File: src/rtl/spcp_pkg.sv
// spcp_pkg: map, field codes and reset patterns of the secure pin port
package spcp_pkg;
   localparam int NPORT = 3;
   localparam int NPIN = 16;
   localparam int NB = NPORT * NPIN;
   localparam logic [1:0] PORT_CNT = 2'h3;
   localparam logic [31:0] SEC_BASE = 32'h5002_0000;
   localparam logic [31:0] NSEC_BASE = 32'h4002_0000;
   localparam logic [31:0] PORT_STEP = 32'h0000_0400;
   localparam int PAGE_LSB = 12;
   localparam int PORT_LSB = 10;
   localparam logic [2:0] SIZE_WORD = 3'h2;
   // register offsets inside one port
   localparam logic [9:0] OFS_MODE = 10'h000;
   localparam logic [9:0] OFS_DRIVE = 10'h004;
   localparam logic [9:0] OFS_SLEW = 10'h008;
   localparam logic [9:0] OFS_PULL = 10'h00C;
   localparam logic [9:0] OFS_INLV = 10'h010;
   localparam logic [9:0] OFS_OUTLV = 10'h014;
   localparam logic [9:0] OFS_SETCLR = 10'h018;
   localparam logic [9:0] OFS_SECCFG = 10'h030;
   // field codes
   localparam logic [1:0] MODE_INPUT = 2'h0;
   localparam logic [1:0] MODE_OUTPUT = 2'h1;
   localparam logic [1:0] MODE_ALT = 2'h2;
   localparam logic [1:0] MODE_ANALOG = 2'h3;
   localparam logic [1:0] PULL_NONE = 2'h0;
   localparam logic [1:0] PULL_UP = 2'h1;
   localparam logic [1:0] PULL_DOWN = 2'h2;
   localparam logic [15:0] DRIVE_RST = 16'h0000;
   localparam logic [15:0] OUTLV_RST = 16'h0000;
   localparam logic [15:0] SEC_ALL = 16'hFFFF;
   // reset patterns, [port][fuse_init_bits]
   localparam logic [31:0] MODE_RST [NPORT][4] = '{
      '{32'hA800_0000, 32'hA800_AA00, 32'hAAA8_0000, 32'hAAA8_AA00},
      '{32'h0000_0280, 32'h0000_0280, 32'h0000_0280, 32'h0000_0280},
      '{32'h0000_0000, 32'h0000_0000, 32'h0000_0A00, 32'h0000_0A00}};
   localparam logic [31:0] SLEW_RST [NPORT][4] = '{
      '{32'h0C00_0000, 32'h0C00_FF00, 32'h0FFC_0000, 32'h0FFC_FF00},
      '{32'h0000_00C0, 32'h0000_03C0, 32'h0000_00C0, 32'h0000_03C0},
      '{32'h0000_0000, 32'h0000_0000, 32'h0000_0F00, 32'h0000_0F00}};
   localparam logic [31:0] PULL_RST [NPORT][4] = '{
      '{32'h6400_0000, 32'h6400_A000, 32'h6680_0000, 32'h6680_A000},
      '{32'h0000_0100, 32'h0000_0280, 32'h0000_0100, 32'h0000_0280},
      '{32'h0000_0000, 32'h0000_0000, 32'h0000_0A00, 32'h0000_0A00}};
endpackage

File: src/rtl/spcp_top.sv
// spcp_top: ahb-lite register port for three secure-gated 16-pin ports
`timescale 1ns/100ps
`default_nettype none
module spcp_top (
   input wire logic core_clk,
   input wire logic rstn,
   input wire logic security_ext_on,
   input wire logic [1:0] fuse_init_bits,
   input wire logic hsel,
   input wire logic [31:0] haddr,
   input wire logic [1:0] htrans,
   input wire logic hwrite,
   input wire logic [2:0] hsize,
   input wire logic [31:0] hwdata,
   input wire logic hready,
   input wire logic hnonsec,
   output logic hreadyout,
   output logic hresp,
   output logic [31:0] hrdata,
   input wire logic [spcp_pkg::NB-1:0] pin_level,
   input wire logic [spcp_pkg::NB-1:0] periph_secure,
   input wire logic [spcp_pkg::NB-1:0] periph_analog,
   input wire logic [spcp_pkg::NB-1:0] periph_out,
   output logic [spcp_pkg::NB-1:0] periph_to_pin,
   output logic [spcp_pkg::NB-1:0] pin_to_periph,
   output logic [spcp_pkg::NB-1:0] path_open,
   output logic [spcp_pkg::NPORT*32-1:0] pin_mode_field,
   output logic [spcp_pkg::NPORT*32-1:0] pin_slew_field,
   output logic [spcp_pkg::NPORT*32-1:0] pin_pull_field,
   output logic [spcp_pkg::NB-1:0] pin_drive_type_bit,
   output logic [spcp_pkg::NB-1:0] pin_output_level,
   output logic [spcp_pkg::NB-1:0] pin_secure_bit
);
   import spcp_pkg::*;

   ////////////////////////////////////////////////////////////////////////////
   // reset release and pin sampling

   logic rst_meta_reg, rst_n_reg;
   logic [NB-1:0] pin_sync;
   // async assert, release after two edges
   always_ff @(posedge core_clk or negedge rstn) begin
      if (!rstn) begin
         rst_meta_reg <= 1'b0;
         rst_n_reg <= 1'b0;
      end else begin
         rst_meta_reg <= 1'b1;
         rst_n_reg <= rst_meta_reg;
      end
   end

   spcp_sync2 #(.W(NB)) u_pin_sync (
      .clk(core_clk),
      .rst_n(rst_n_reg),
      .d(pin_level),
      .q(pin_sync)
   );

   ////////////////////////////////////////////////////////////////////////////
   // ahb-lite address phase and bus state

   logic acc, in_sec, in_ns, a_hit, a_secure;
   logic [1:0] a_port;
   logic [NPORT*32-1:0] rd_all;
   logic init_done_reg, init_done_next;
   logic wr_reg, wr_next;
   logic wsec_reg, wsec_next;
   logic [1:0] wport_reg, wport_next;
   logic [9:0] woff_reg, woff_next;
   logic [31:0] hrdata_reg, hrdata_next;
   logic hready_reg, hready_next;
   logic hresp_reg;

   // alias decode, one 0x400 window per port
   always_comb begin
      acc = hsel & hready & htrans[1];
      in_sec = haddr[31:PAGE_LSB] == SEC_BASE[31:PAGE_LSB];
      in_ns = haddr[31:PAGE_LSB] == NSEC_BASE[31:PAGE_LSB];
      a_port = haddr[PAGE_LSB-1:PORT_LSB];
      a_hit = acc & (in_sec | in_ns) & (a_port < PORT_CNT) & (hsize == SIZE_WORD);
      // without the extension there is nothing to hide
      a_secure = ~security_ext_on | (in_sec & ~hnonsec);
   end

   // next state of the bus side; writes land one cycle after the address phase
   always_comb begin
      init_done_next = 1'b1;
      hready_next = init_done_reg;
      wr_next = a_hit & hwrite;
      wsec_next = a_secure;
      wport_next = a_port;
      woff_next = haddr[PORT_LSB-1:0];
      hrdata_next = '0;
      if (a_hit && !hwrite) begin
         hrdata_next = rd_all[a_port*32 +: 32];
      end
   end

   always_ff @(posedge core_clk or negedge rst_n_reg) begin
      if (!rst_n_reg) begin
         init_done_reg <= 1'b0;
         hready_reg <= 1'b0;
         hresp_reg <= 1'b0;
         wr_reg <= 1'b0;
         wsec_reg <= 1'b0;
         wport_reg <= 2'h0;
         woff_reg <= 10'h000;
         hrdata_reg <= 32'h0000_0000;
      end else begin
         init_done_reg <= init_done_next;
         hready_reg <= hready_next;
         hresp_reg <= 1'b0;
         wr_reg <= wr_next;
         wsec_reg <= wsec_next;
         wport_reg <= wport_next;
         woff_reg <= woff_next;
         hrdata_reg <= hrdata_next;
      end
   end

   assign hreadyout = hready_reg;
   assign hresp = hresp_reg;
   assign hrdata = hrdata_reg;

   ////////////////////////////////////////////////////////////////////////////
   // per-port register banks

   for (genvar p = 0; p < NPORT; p++) begin : g_port
      logic [31:0] mode_reg, mode_next, slew_reg, slew_next, pull_reg, pull_next;
      logic [15:0] drv_reg, drv_next, out_reg, out_next, sec_reg, sec_next;
      logic [15:0] wm1, rm1, inlv;
      logic [31:0] wm2, rm2, rv;

      // read view; secure pins masked for non-secure readers in every word except the secure config word
      always_comb begin
         rm1 = a_secure ? SEC_ALL : ~sec_reg;
         for (int i = 0; i < NPIN; i++) begin
            rm2[2*i +: 2] = {2{rm1[i]}};
            // analog pins read their input level as zero
            inlv[i] = pin_sync[p*NPIN+i] & (mode_reg[2*i +: 2] != MODE_ANALOG);
         end
         unique case (haddr[PORT_LSB-1:0])
            OFS_MODE: rv = mode_reg & rm2;
            OFS_DRIVE: rv = {16'h0000, drv_reg & rm1};
            OFS_SLEW: rv = slew_reg & rm2;
            OFS_PULL: rv = pull_reg & rm2;
            OFS_INLV: rv = {16'h0000, inlv & rm1};
            OFS_OUTLV: rv = {16'h0000, out_reg & rm1};
            OFS_SECCFG: rv = {16'h0000, sec_reg};
            default: rv = 32'h0000_0000;
         endcase
      end
      assign rd_all[p*32 +: 32] = rv;

      // write merge keeps secure pins' bits for non-secure writers
      always_comb begin
         wm1 = wsec_reg ? SEC_ALL : ~sec_reg;
         for (int i = 0; i < NPIN; i++) begin
            wm2[2*i +: 2] = {2{wm1[i]}};
         end
         mode_next = mode_reg;
         slew_next = slew_reg;
         pull_next = pull_reg;
         drv_next = drv_reg;
         out_next = out_reg;
         sec_next = sec_reg;
         if (!init_done_reg) begin
            // fuse levels are taken once, on the first edge after release
            mode_next = MODE_RST[p][fuse_init_bits];
            slew_next = SLEW_RST[p][fuse_init_bits];
            pull_next = PULL_RST[p][fuse_init_bits];
            drv_next = DRIVE_RST;
            out_next = OUTLV_RST;
            sec_next = security_ext_on ? SEC_ALL : 16'h0000;
         end else if (wr_reg && wport_reg == 2'(p)) begin
            unique case (woff_reg)
               OFS_MODE: mode_next = (mode_reg & ~wm2) | (hwdata & wm2);
               OFS_DRIVE: drv_next = (drv_reg & ~wm1) | (hwdata[15:0] & wm1);
               OFS_SLEW: slew_next = (slew_reg & ~wm2) | (hwdata & wm2);
               // 11 in a pull field is reserved and stored as written
               OFS_PULL: pull_next = (pull_reg & ~wm2) | (hwdata & wm2);
               OFS_OUTLV: out_next = (out_reg & ~wm1) | (hwdata[15:0] & wm1);
               // set applied after clear, so set wins on the same pin
               OFS_SETCLR: out_next = (out_reg & ~(hwdata[31:16] & wm1))
                                    | (hwdata[15:0] & wm1);
               OFS_SECCFG: begin
                  if (wsec_reg && security_ext_on) begin
                     sec_next = hwdata[15:0];
                  end
               end
               default: begin
                  mode_next = mode_reg;
               end
            endcase
         end
      end

      // reset constants are overwritten by the fuse load one edge later
      always_ff @(posedge core_clk or negedge rst_n_reg) begin
         if (!rst_n_reg) begin
            mode_reg <= 32'h0000_0000;
            slew_reg <= 32'h0000_0000;
            pull_reg <= 32'h0000_0000;
            drv_reg <= DRIVE_RST;
            out_reg <= OUTLV_RST;
            sec_reg <= SEC_ALL;
         end else begin
            mode_reg <= mode_next;
            slew_reg <= slew_next;
            pull_reg <= pull_next;
            drv_reg <= drv_next;
            out_reg <= out_next;
            sec_reg <= sec_next;
         end
      end

      assign pin_mode_field[p*32 +: 32] = mode_reg;
      assign pin_slew_field[p*32 +: 32] = slew_reg;
      assign pin_pull_field[p*32 +: 32] = pull_reg;
      assign pin_drive_type_bit[p*NPIN +: NPIN] = drv_reg;
      assign pin_output_level[p*NPIN +: NPIN] = out_reg;
      assign pin_secure_bit[p*NPIN +: NPIN] = sec_reg;
   end

   ////////////////////////////////////////////////////////////////////////////
   // peripheral routing check

   spcp_pin_gate #(.W(NB)) u_gate (
      .clk(core_clk),
      .rst_n(rst_n_reg),
      .pin_secure(pin_secure_bit),
      .periph_secure(periph_secure),
      .periph_analog(periph_analog),
      .periph_out(periph_out),
      .pin_in(pin_sync),
      .to_pin(periph_to_pin),
      .to_periph(pin_to_periph),
      .path_open(path_open)
   );
endmodule
`default_nettype wire

File: src/rtl/spcp_sync2.sv
// spcp_sync2: two-flop synchroniser for pin levels
`timescale 1ns/100ps
`default_nettype none
module spcp_sync2 #(
   parameter int W = 48
) (
   input wire logic clk,
   input wire logic rst_n,
   input wire logic [W-1:0] d,
   output logic [W-1:0] q
);
   logic [W-1:0] meta_reg;
   logic [W-1:0] q_reg;
   // first stage feeds only the second
   always_ff @(posedge clk or negedge rst_n) begin
      if (!rst_n) begin
         meta_reg <= '0;
         q_reg <= '0;
      end else begin
         meta_reg <= d;
         q_reg <= meta_reg;
      end
   end
   assign q = q_reg;
endmodule
`default_nettype wire

File: src/rtl/spcp_pin_gate.sv
// spcp_pin_gate: security check on the peripheral-to-pin routing
`timescale 1ns/100ps
`default_nettype none
module spcp_pin_gate #(
   parameter int W = 48
) (
   input wire logic clk,
   input wire logic rst_n,
   input wire logic [W-1:0] pin_secure,
   input wire logic [W-1:0] periph_secure,
   input wire logic [W-1:0] periph_analog,
   input wire logic [W-1:0] periph_out,
   input wire logic [W-1:0] pin_in,
   output logic [W-1:0] to_pin,
   output logic [W-1:0] to_periph,
   output logic [W-1:0] path_open
);
   logic [W-1:0] open_c;
   logic [W-1:0] to_pin_reg, to_pin_next;
   logic [W-1:0] to_per_reg, to_per_next;
   logic [W-1:0] open_reg;
   // digital: only secure-peripheral on open pin is refused; analog needs equal states
   always_comb begin
      open_c = (periph_analog & ~(pin_secure ^ periph_secure))
             | (~periph_analog & (~periph_secure | pin_secure));
      to_pin_next = periph_out & open_c;
      to_per_next = pin_in & open_c;
   end
   always_ff @(posedge clk or negedge rst_n) begin
      if (!rst_n) begin
         to_pin_reg <= '0;
         to_per_reg <= '0;
         open_reg <= '0;
      end else begin
         to_pin_reg <= to_pin_next;
         to_per_reg <= to_per_next;
         open_reg <= open_c;
      end
   end
   assign to_pin = to_pin_reg;
   assign to_periph = to_per_reg;
   assign path_open = open_reg;
endmodule
`default_nettype wire

File: config.mk
export PLATFORM = sky130hd
export DESIGN_NAME = spcp_top
export DESIGN_NICKNAME = d
export VERILOG_FILES = /design/src/rtl/spcp_pkg.sv /design/src/rtl/spcp_top.sv /design/src/rtl/spcp_sync2.sv /design/src/rtl/spcp_pin_gate.sv
export SDC_FILE = /design/constraint.sdc
export NUM_CORES = 2
export LEC_CHECK = 0
export BUFFER_PORTS_ARGS = -buffer_cell sky130_fd_sc_hd__buf_2
export CORE_AREA = 2 2 345 347
export CTS_BUF_LIST = sky130_fd_sc_hd__clkbuf_8 sky130_fd_sc_hd__clkbuf_16
export DETAILED_ROUTE_END_ITERATION = 12
export DIE_AREA = 0 0 347 349
export PLACE_DENSITY = 0.45
export RECOVER_POWER = 50
export SKIP_LAST_GASP = 1
export SLEW_MARGIN = 20
export SYNTH_ARGS = -nofsm -noshare
export SYNTH_HDL_FRONTEND = slang
export SYNTH_SLANG_ARGS = --single-unit
File: constraint.sdc
create_clock -name core_clk -period 57.9 [get_ports core_clk]
set_input_delay 11.58 -clock core_clk [delete_from_list [all_inputs] [get_ports core_clk]]
set_output_delay 11.58 -clock core_clk [all_outputs]
set_load 0.01 [all_outputs]
-- Word level (Yosys, flattened, before mapping)
Index checks and enable logic that the tools add are counted.
- multiplexer cells: 88
- reduce and logical (&&, ||, !) cells: 27
- shift operators: 1
- add/sub/neg operators: 0
- $mul: 0
- div/mod/pow operators: 0
- magnitude comparators: 2
- bitwise logic cells: 145
- equal/unequal tests: 75
- operators by type and width (operator ; count):
    two-way mux 32 bit ; 44
    AND 32 bit ; 21
    one-hot mux 32 bit (7 select lines) ; 3
    binary-select mux 32 bit (select 2 bit) ; 8
    two-way mux 16 bit ; 30
    AND 16 bit ; 24
    bitwise OR 32 bit ; 9
    AND 48 bit ; 4
    inverter 16 bit ; 9
    inverter 48 bit ; 3
    bitwise OR 16 bit ; 9
    != test 2 bit (second input constant) ; 48
    inverter 32 bit ; 3
    bitwise OR 48 bit ; 2
    one-hot mux 16 bit (2 select lines) ; 3
    indexed part select 96 x 8 -> 32 bit ; 1
    AND 1 bit ; 55
    bitwise XOR 48 bit ; 1
    equality test 10 x 4 -> 1 bit (second input constant) ; 4
    equality test 10 x 5 -> 1 bit (second input constant) ; 4
    equality test 20 x 19 -> 1 bit (second input constant) ; 2
    AND reduction 2 bit ; 15
    equality test 10 x 3 -> 1 bit (second input constant) ; 2
    equality test 10 x 6 -> 1 bit (second input constant) ; 2
    15 further kinds ; 32
- output and inout port bits: 610
- register bits after elaboration: 722
- ROM bits: 0
- logic and storage cells: 370
- latch bits: 0
- bits in writable memories: 0
- memories: 0

-- Depth between registers and ports, before layout
- depth in word-level cells: 9
- depth in mapped cells: 10

-- Modules after synthesis
Synthesis repeated with hierarchy kept, for this count alone.
- cell total of the unflattened synthesis: 3737
- area total of the unflattened synthesis: 35861.9 µm²
- modules (own cells, without submodules) (module ; seq. area each (µm²) ; area each (µm²) ; times used ; cells each):
    spcp_top ; 12121.6 ; 27213.6 ; 1 ; 3161
    spcp_pin_gate ; 3603.5 ; 6246.0 ; 1 ; 480
    spcp_sync2 ; 2402.3 ; 2402.3 ; 1 ; 96

-- Least setup slack after synthesis
No wires, ideal clock.
- path kind: in2reg
- start point: input haddr[7]
- end point: register hrdata_reg[12] (netlist: hrdata[12])
- library setup time: 0.104 ns
- slack: 44.414 ns
- stages on the path: 8
- arrival: 13.383 ns
- path buffers: 3
- path through: or4_4 buf_6 or3_4 buf_6 buf_6 a211oi_2 o41ai_1 a221oi_1
- cells in the longest elaborated chain, start to end: 4
- RTL lines (what ; RTL line ; RTL):
    start, declared ; spcp_top.sv:10 ; input wire logic [31:0] haddr,
    equality test 10 x 6 -> 1 bit, or another cell as far along ; spcp_top.sv:142 ; unique case (haddr[PORT_LSB-1:0])
    one-hot mux 32 bit (7 select lines) ; spcp_top.sv:142 ;
    indexed part select 96 x 8 -> 32 bit * ; spcp_top.sv:95 ; hrdata_next = rd_all[a_port*32 +: 32];
    two-way mux 32 bit * ; spcp_top.sv:94 ; if (a_hit && !hwrite) begin
    net hrdata_next[12] ; spcp_top.sv:70 ; logic [31:0] hrdata_reg, hrdata_next;
    end signal, assigned ; spcp_top.sv:117 ; hrdata_reg <= hrdata_next;
    end, declared ; spcp_top.sv:70 ;
The timed path passes the listed nets; every way through them passes the cells marked *.
A chain may end at the register's enable or synchronous reset.

==> parameters.txt <==
Parameter                              Value

Yosys
  Compound-cell area share of the yosys netlist ... 0.209
  Post-Synth Simple-Gate Area ... 0.130
  Mux share of post-synthesis cell area ... 0.0529
  Total standard cell area after synthesis ... 0.0334 mm²
  Adder-cell share of the synthesized area ... 0.0180
  Largest area contributor in the netlist ... sky130_fd_sc_hd__dfrtp_1
  Synthesized instance count ... 3,324
  Post-synthesis register bit count ... 722
  Post-synthesis sequential area ratio ... 0.543
  Dominant combinational cell family by area after synthesis ... compound AO/OA/AOI/OAI gates
  Proportion of netlist area held by the largest area contributor ... 0.505
  EDFF count, synth ... 0
  Post-synthesis area per instance ... 10.0 µm²
  Share of async-settable or async-resettable flops after synthesis ... 1.00
  Distinct cell type count after synthesis ... 79
  Number of warning messages in the yosys log ... 0
  Cell types occupying the most area after synthesis ... sky130_fd_sc_hd__dfrtp_1 50%, sky130_fd_sc_hd__a22o_1 6.3%, sky130_fd_sc_hd__nand2_1 5.1%
  Post-synthesis share of cell area spent on xor and xnor gates ... 0.000262
  Most used DFF post-synth ... sky130_fd_sc_hd__dfrtp_1

Route
  Average routed wire per standard cell ... 33.3 µm
  Wire length reported by the detailed router ... 192,000 µm
  Via-to-Cell Ratio ... 5.48
  Via total after detailed routing ... 31,600
  Number of design rule violations left after detail routing ... 0
  ANT nets after route ... 0
  Iteration count of the initial detailed-routing pass ... 6
  Drt initial violations ... 3,233

CTS
  Resized cells post-CTS ... 0
  Post-CTS clock slew at the launch and capture registers of the worst setup and hold paths ... 60 ps
  Post-cts hold buffer count ... 0
  Buffer cell driving the clock tree root ... sky130_fd_sc_hd__clkbuf_16
  H-tree levels ... 3
  TritonCTS Buffers ... 91
  Clock latency on the worst-skew pair ... 690 ps
  Maximum buffer depth of the clock tree ... 3
  Number of setup buffers added after CTS ... 0
  Sink Count ... 722
  CTS tree ... done

Floorplanning
  Floorplan die height ... 349 µm
  Area of the core ... 0.117 mm²
  Number of I/O pins ... 880
  Horizontal die dimension ... 347 µm
  Initial Util ... 0.284
  Die Outline Area ... 0.121 mm²
  Std-Cell Rows ... 126

Power
  Maximum VDD drop ... 22.2 µV
  Lkg Pwr ... 20.9 nW
  Power per cell area ... 35.4 mW/mm²

Run
  Number of max-cap violations ... 13

Critical path
  Type of origin of the critical path ... flip-flop
  Largest fanout of any net on the critical path ... 143
  Critical path capture point type ... asynchronous set/reset pin
  Critical register-to-register path startpoint ... rst_n_reg
  Data arrival time of the worst path ... 17,400 ps
  Reg-to-Reg End ... u_gate.path_open[37]
  R2r setup slk ... 40,390 ps
  Critical path type ... flip-flop to asynchronous set/reset pin
  Required time of the critical path ... 57,790 ps
  Number of cells on the worst reg-to-reg path ... 4

Min path
  Hold Crit Endpoint ... u_pin_sync.q[43]
  Min-delay worst type ... flip-flop to flip-flop
  Cells on Worst Hold Path ... 0
  Worst min-delay path startpoint ... u_pin_sync.meta_reg[43]

Timing
  Count of endpoints failing setup in the final report ... 0
  Ratio of final minimum period to clock period ... 0.302
  Normalized max-slew margin ... -4.61
  Highest clock frequency the design can meet ... 57.1 MHz
  Final hold viol count ... 0
  Sum of negative setup slack ... 0 ps
  Transition at the pin with the smallest max-transition slack ... 8420 ps
  Pins Over Slew Limit ... 934
  Worst Clk Skew ... 30.6 ps
  Post-route minimum period ... 17,510 ps
  Setup repair after global routing missed its margin ... no

Placed design
  Cell area after placement ... 0.0395 mm²
  Number of buffers inserted by port buffering ... 877
  HPWL after DPL ... 144,000 µm
  Routability congestion estimate from global placement ... 0.892

Outcome
  Failing checks ... capacitance limit, slew limit
  Run status ... complete, but fails checks

Finish
  Nets ... 4,472
  Fraction of layout cells with a size suffix above 1 ... 0.283
  Commonest non-fill, non-tap cell in the layout ... sky130_fd_sc_hd__buf_2
  Final Cell Area ... 0.0426 mm²
  Largest register FFs ... 87
  Area added between synthesis and finish ... 27.4%
  Top library cells by usage in the layout, fill and taps aside ... 845 x sky130_fd_sc_hd__buf_2, 672 x sky130_fd_sc_hd__dfrtp_1, 457 x sky130_fd_sc_hd__nand2_1

Global routing
  Number of antenna violations at the first check in global routing ... 22
  Overall global routing resource usage ... 0.309
  Global-route wire length before repair ... 259,000 µm
  Overflow after GRT ... 0
  Maximum number of pins on one net before global-route repair ... 144
  Via count of the first global-routing pass ... 30,700
cells by family after synthesis:
group / after synthesis
and+or+nand+nor: 977
other: 2
xor gates and xnor gates: 1
adders and majority gates: 48
muxes: 170
buffers and inverters: 391
DFF: 722
AOI/OAI and AO/OA: 1013
cell usage after synthesis, drive strengths merged, types with 5 or more instances:
library cell,instances
a22o,241
a221o,22
nand2,457
nor2,240
o41ai,5
o2111ai,23
o22ai,59
clkbuf,152
dfstp,48
and2,112
buf,57
a2111oi,6
o31ai,13
nand2b,56
nand3,66
nor3,9
o221ai,13
dfrtp,674
inv,181
o221a,5
a32oi,27
nor2b,6
a21o,24
a21oi,175
a221oi,8
a31oi,19
o21ai,279
mux2,53
mux2i,117
nor4,9
ha,48
a211oi,31
o2bb2ai,14
o211ai,17
where the power goes:
part / total (mW) / internal [mW] / switching [mW]
clock: 0.604 / 0.360 / 0.245
combinational: 0.283 / 0.0975 / 0.186
sequential: 0.620 / 0.563 / 0.0568
how the worst max path moves through the flow:
stage | from | endpoint | slack [ps]
after global routing | rst_n_reg | u_gate.to_pin[38] | 37050
after detailed placement | haddr[3] | hrdata[8] | 41620
after global placement | haddr[3] | hrdata[8] | 41640
after floorplan | rst_n_reg | asynchronous set/reset pin | 36370
final | rst_n_reg | u_gate.path_open[37] | 40390
after CTS | haddr[3] | hrdata[8] | 42350
metrics by stage:
step | setup WS, ps | hold WS (ps) | instances | total power, mW | util
after global placement | 41640 | 331 | 5597 | 0.910 | 0.337
after floorplan | 36370 | 331 | 3325 | 0.746 | -
after global routing | 37050 | 351 | 5760 | 1.56 | 0.362
final | 40390 | 342 | 5765 | 1.51 | 0.362
after detailed placement | 41620 | 335 | 5597 | 0.912 | 0.337
after CTS | 42350 | 343 | 5760 | 1.52 | 0.363
routing by layer:
layer	GRT usage	wire (µm)	vias up	part of all wire
met3	0.0816	17400	283	0.091
met5	0	133	-	0.00069
li1	-	-	13500	-
met4	0.144	9740	20	0.051
met1	0.387	76000	16100	0.40
met2	0.496	88500	1615	0.46
final cells by class:
class / count / area (µm²)
Antenna cell: 5 / 12.5
Clock buffer: 115 / 2630
Clock inverter: 48 / 500
Fill cell: 12200 / 74900
Inverter: 182 / 683
Multi-Input combinational cell: 2212 / 13800
Sequential cell: 722 / 18100
Tap cell: 1536 / 1920
Timing Repair Buffer: 945 / 4820
worst max-delay path, cell delays in order (launching register included):
cell	delay (ps)
sky130_fd_sc_hd__dfrtp_1	1850
sky130_fd_sc_hd__clkbuf_1	5960
sky130_fd_sc_hd__clkbuf_1	2750
sky130_fd_sc_hd__clkbuf_1	3060
sky130_fd_sc_hd__clkbuf_1	2850
No activity file was read; power rests on OpenSTA's default activity.
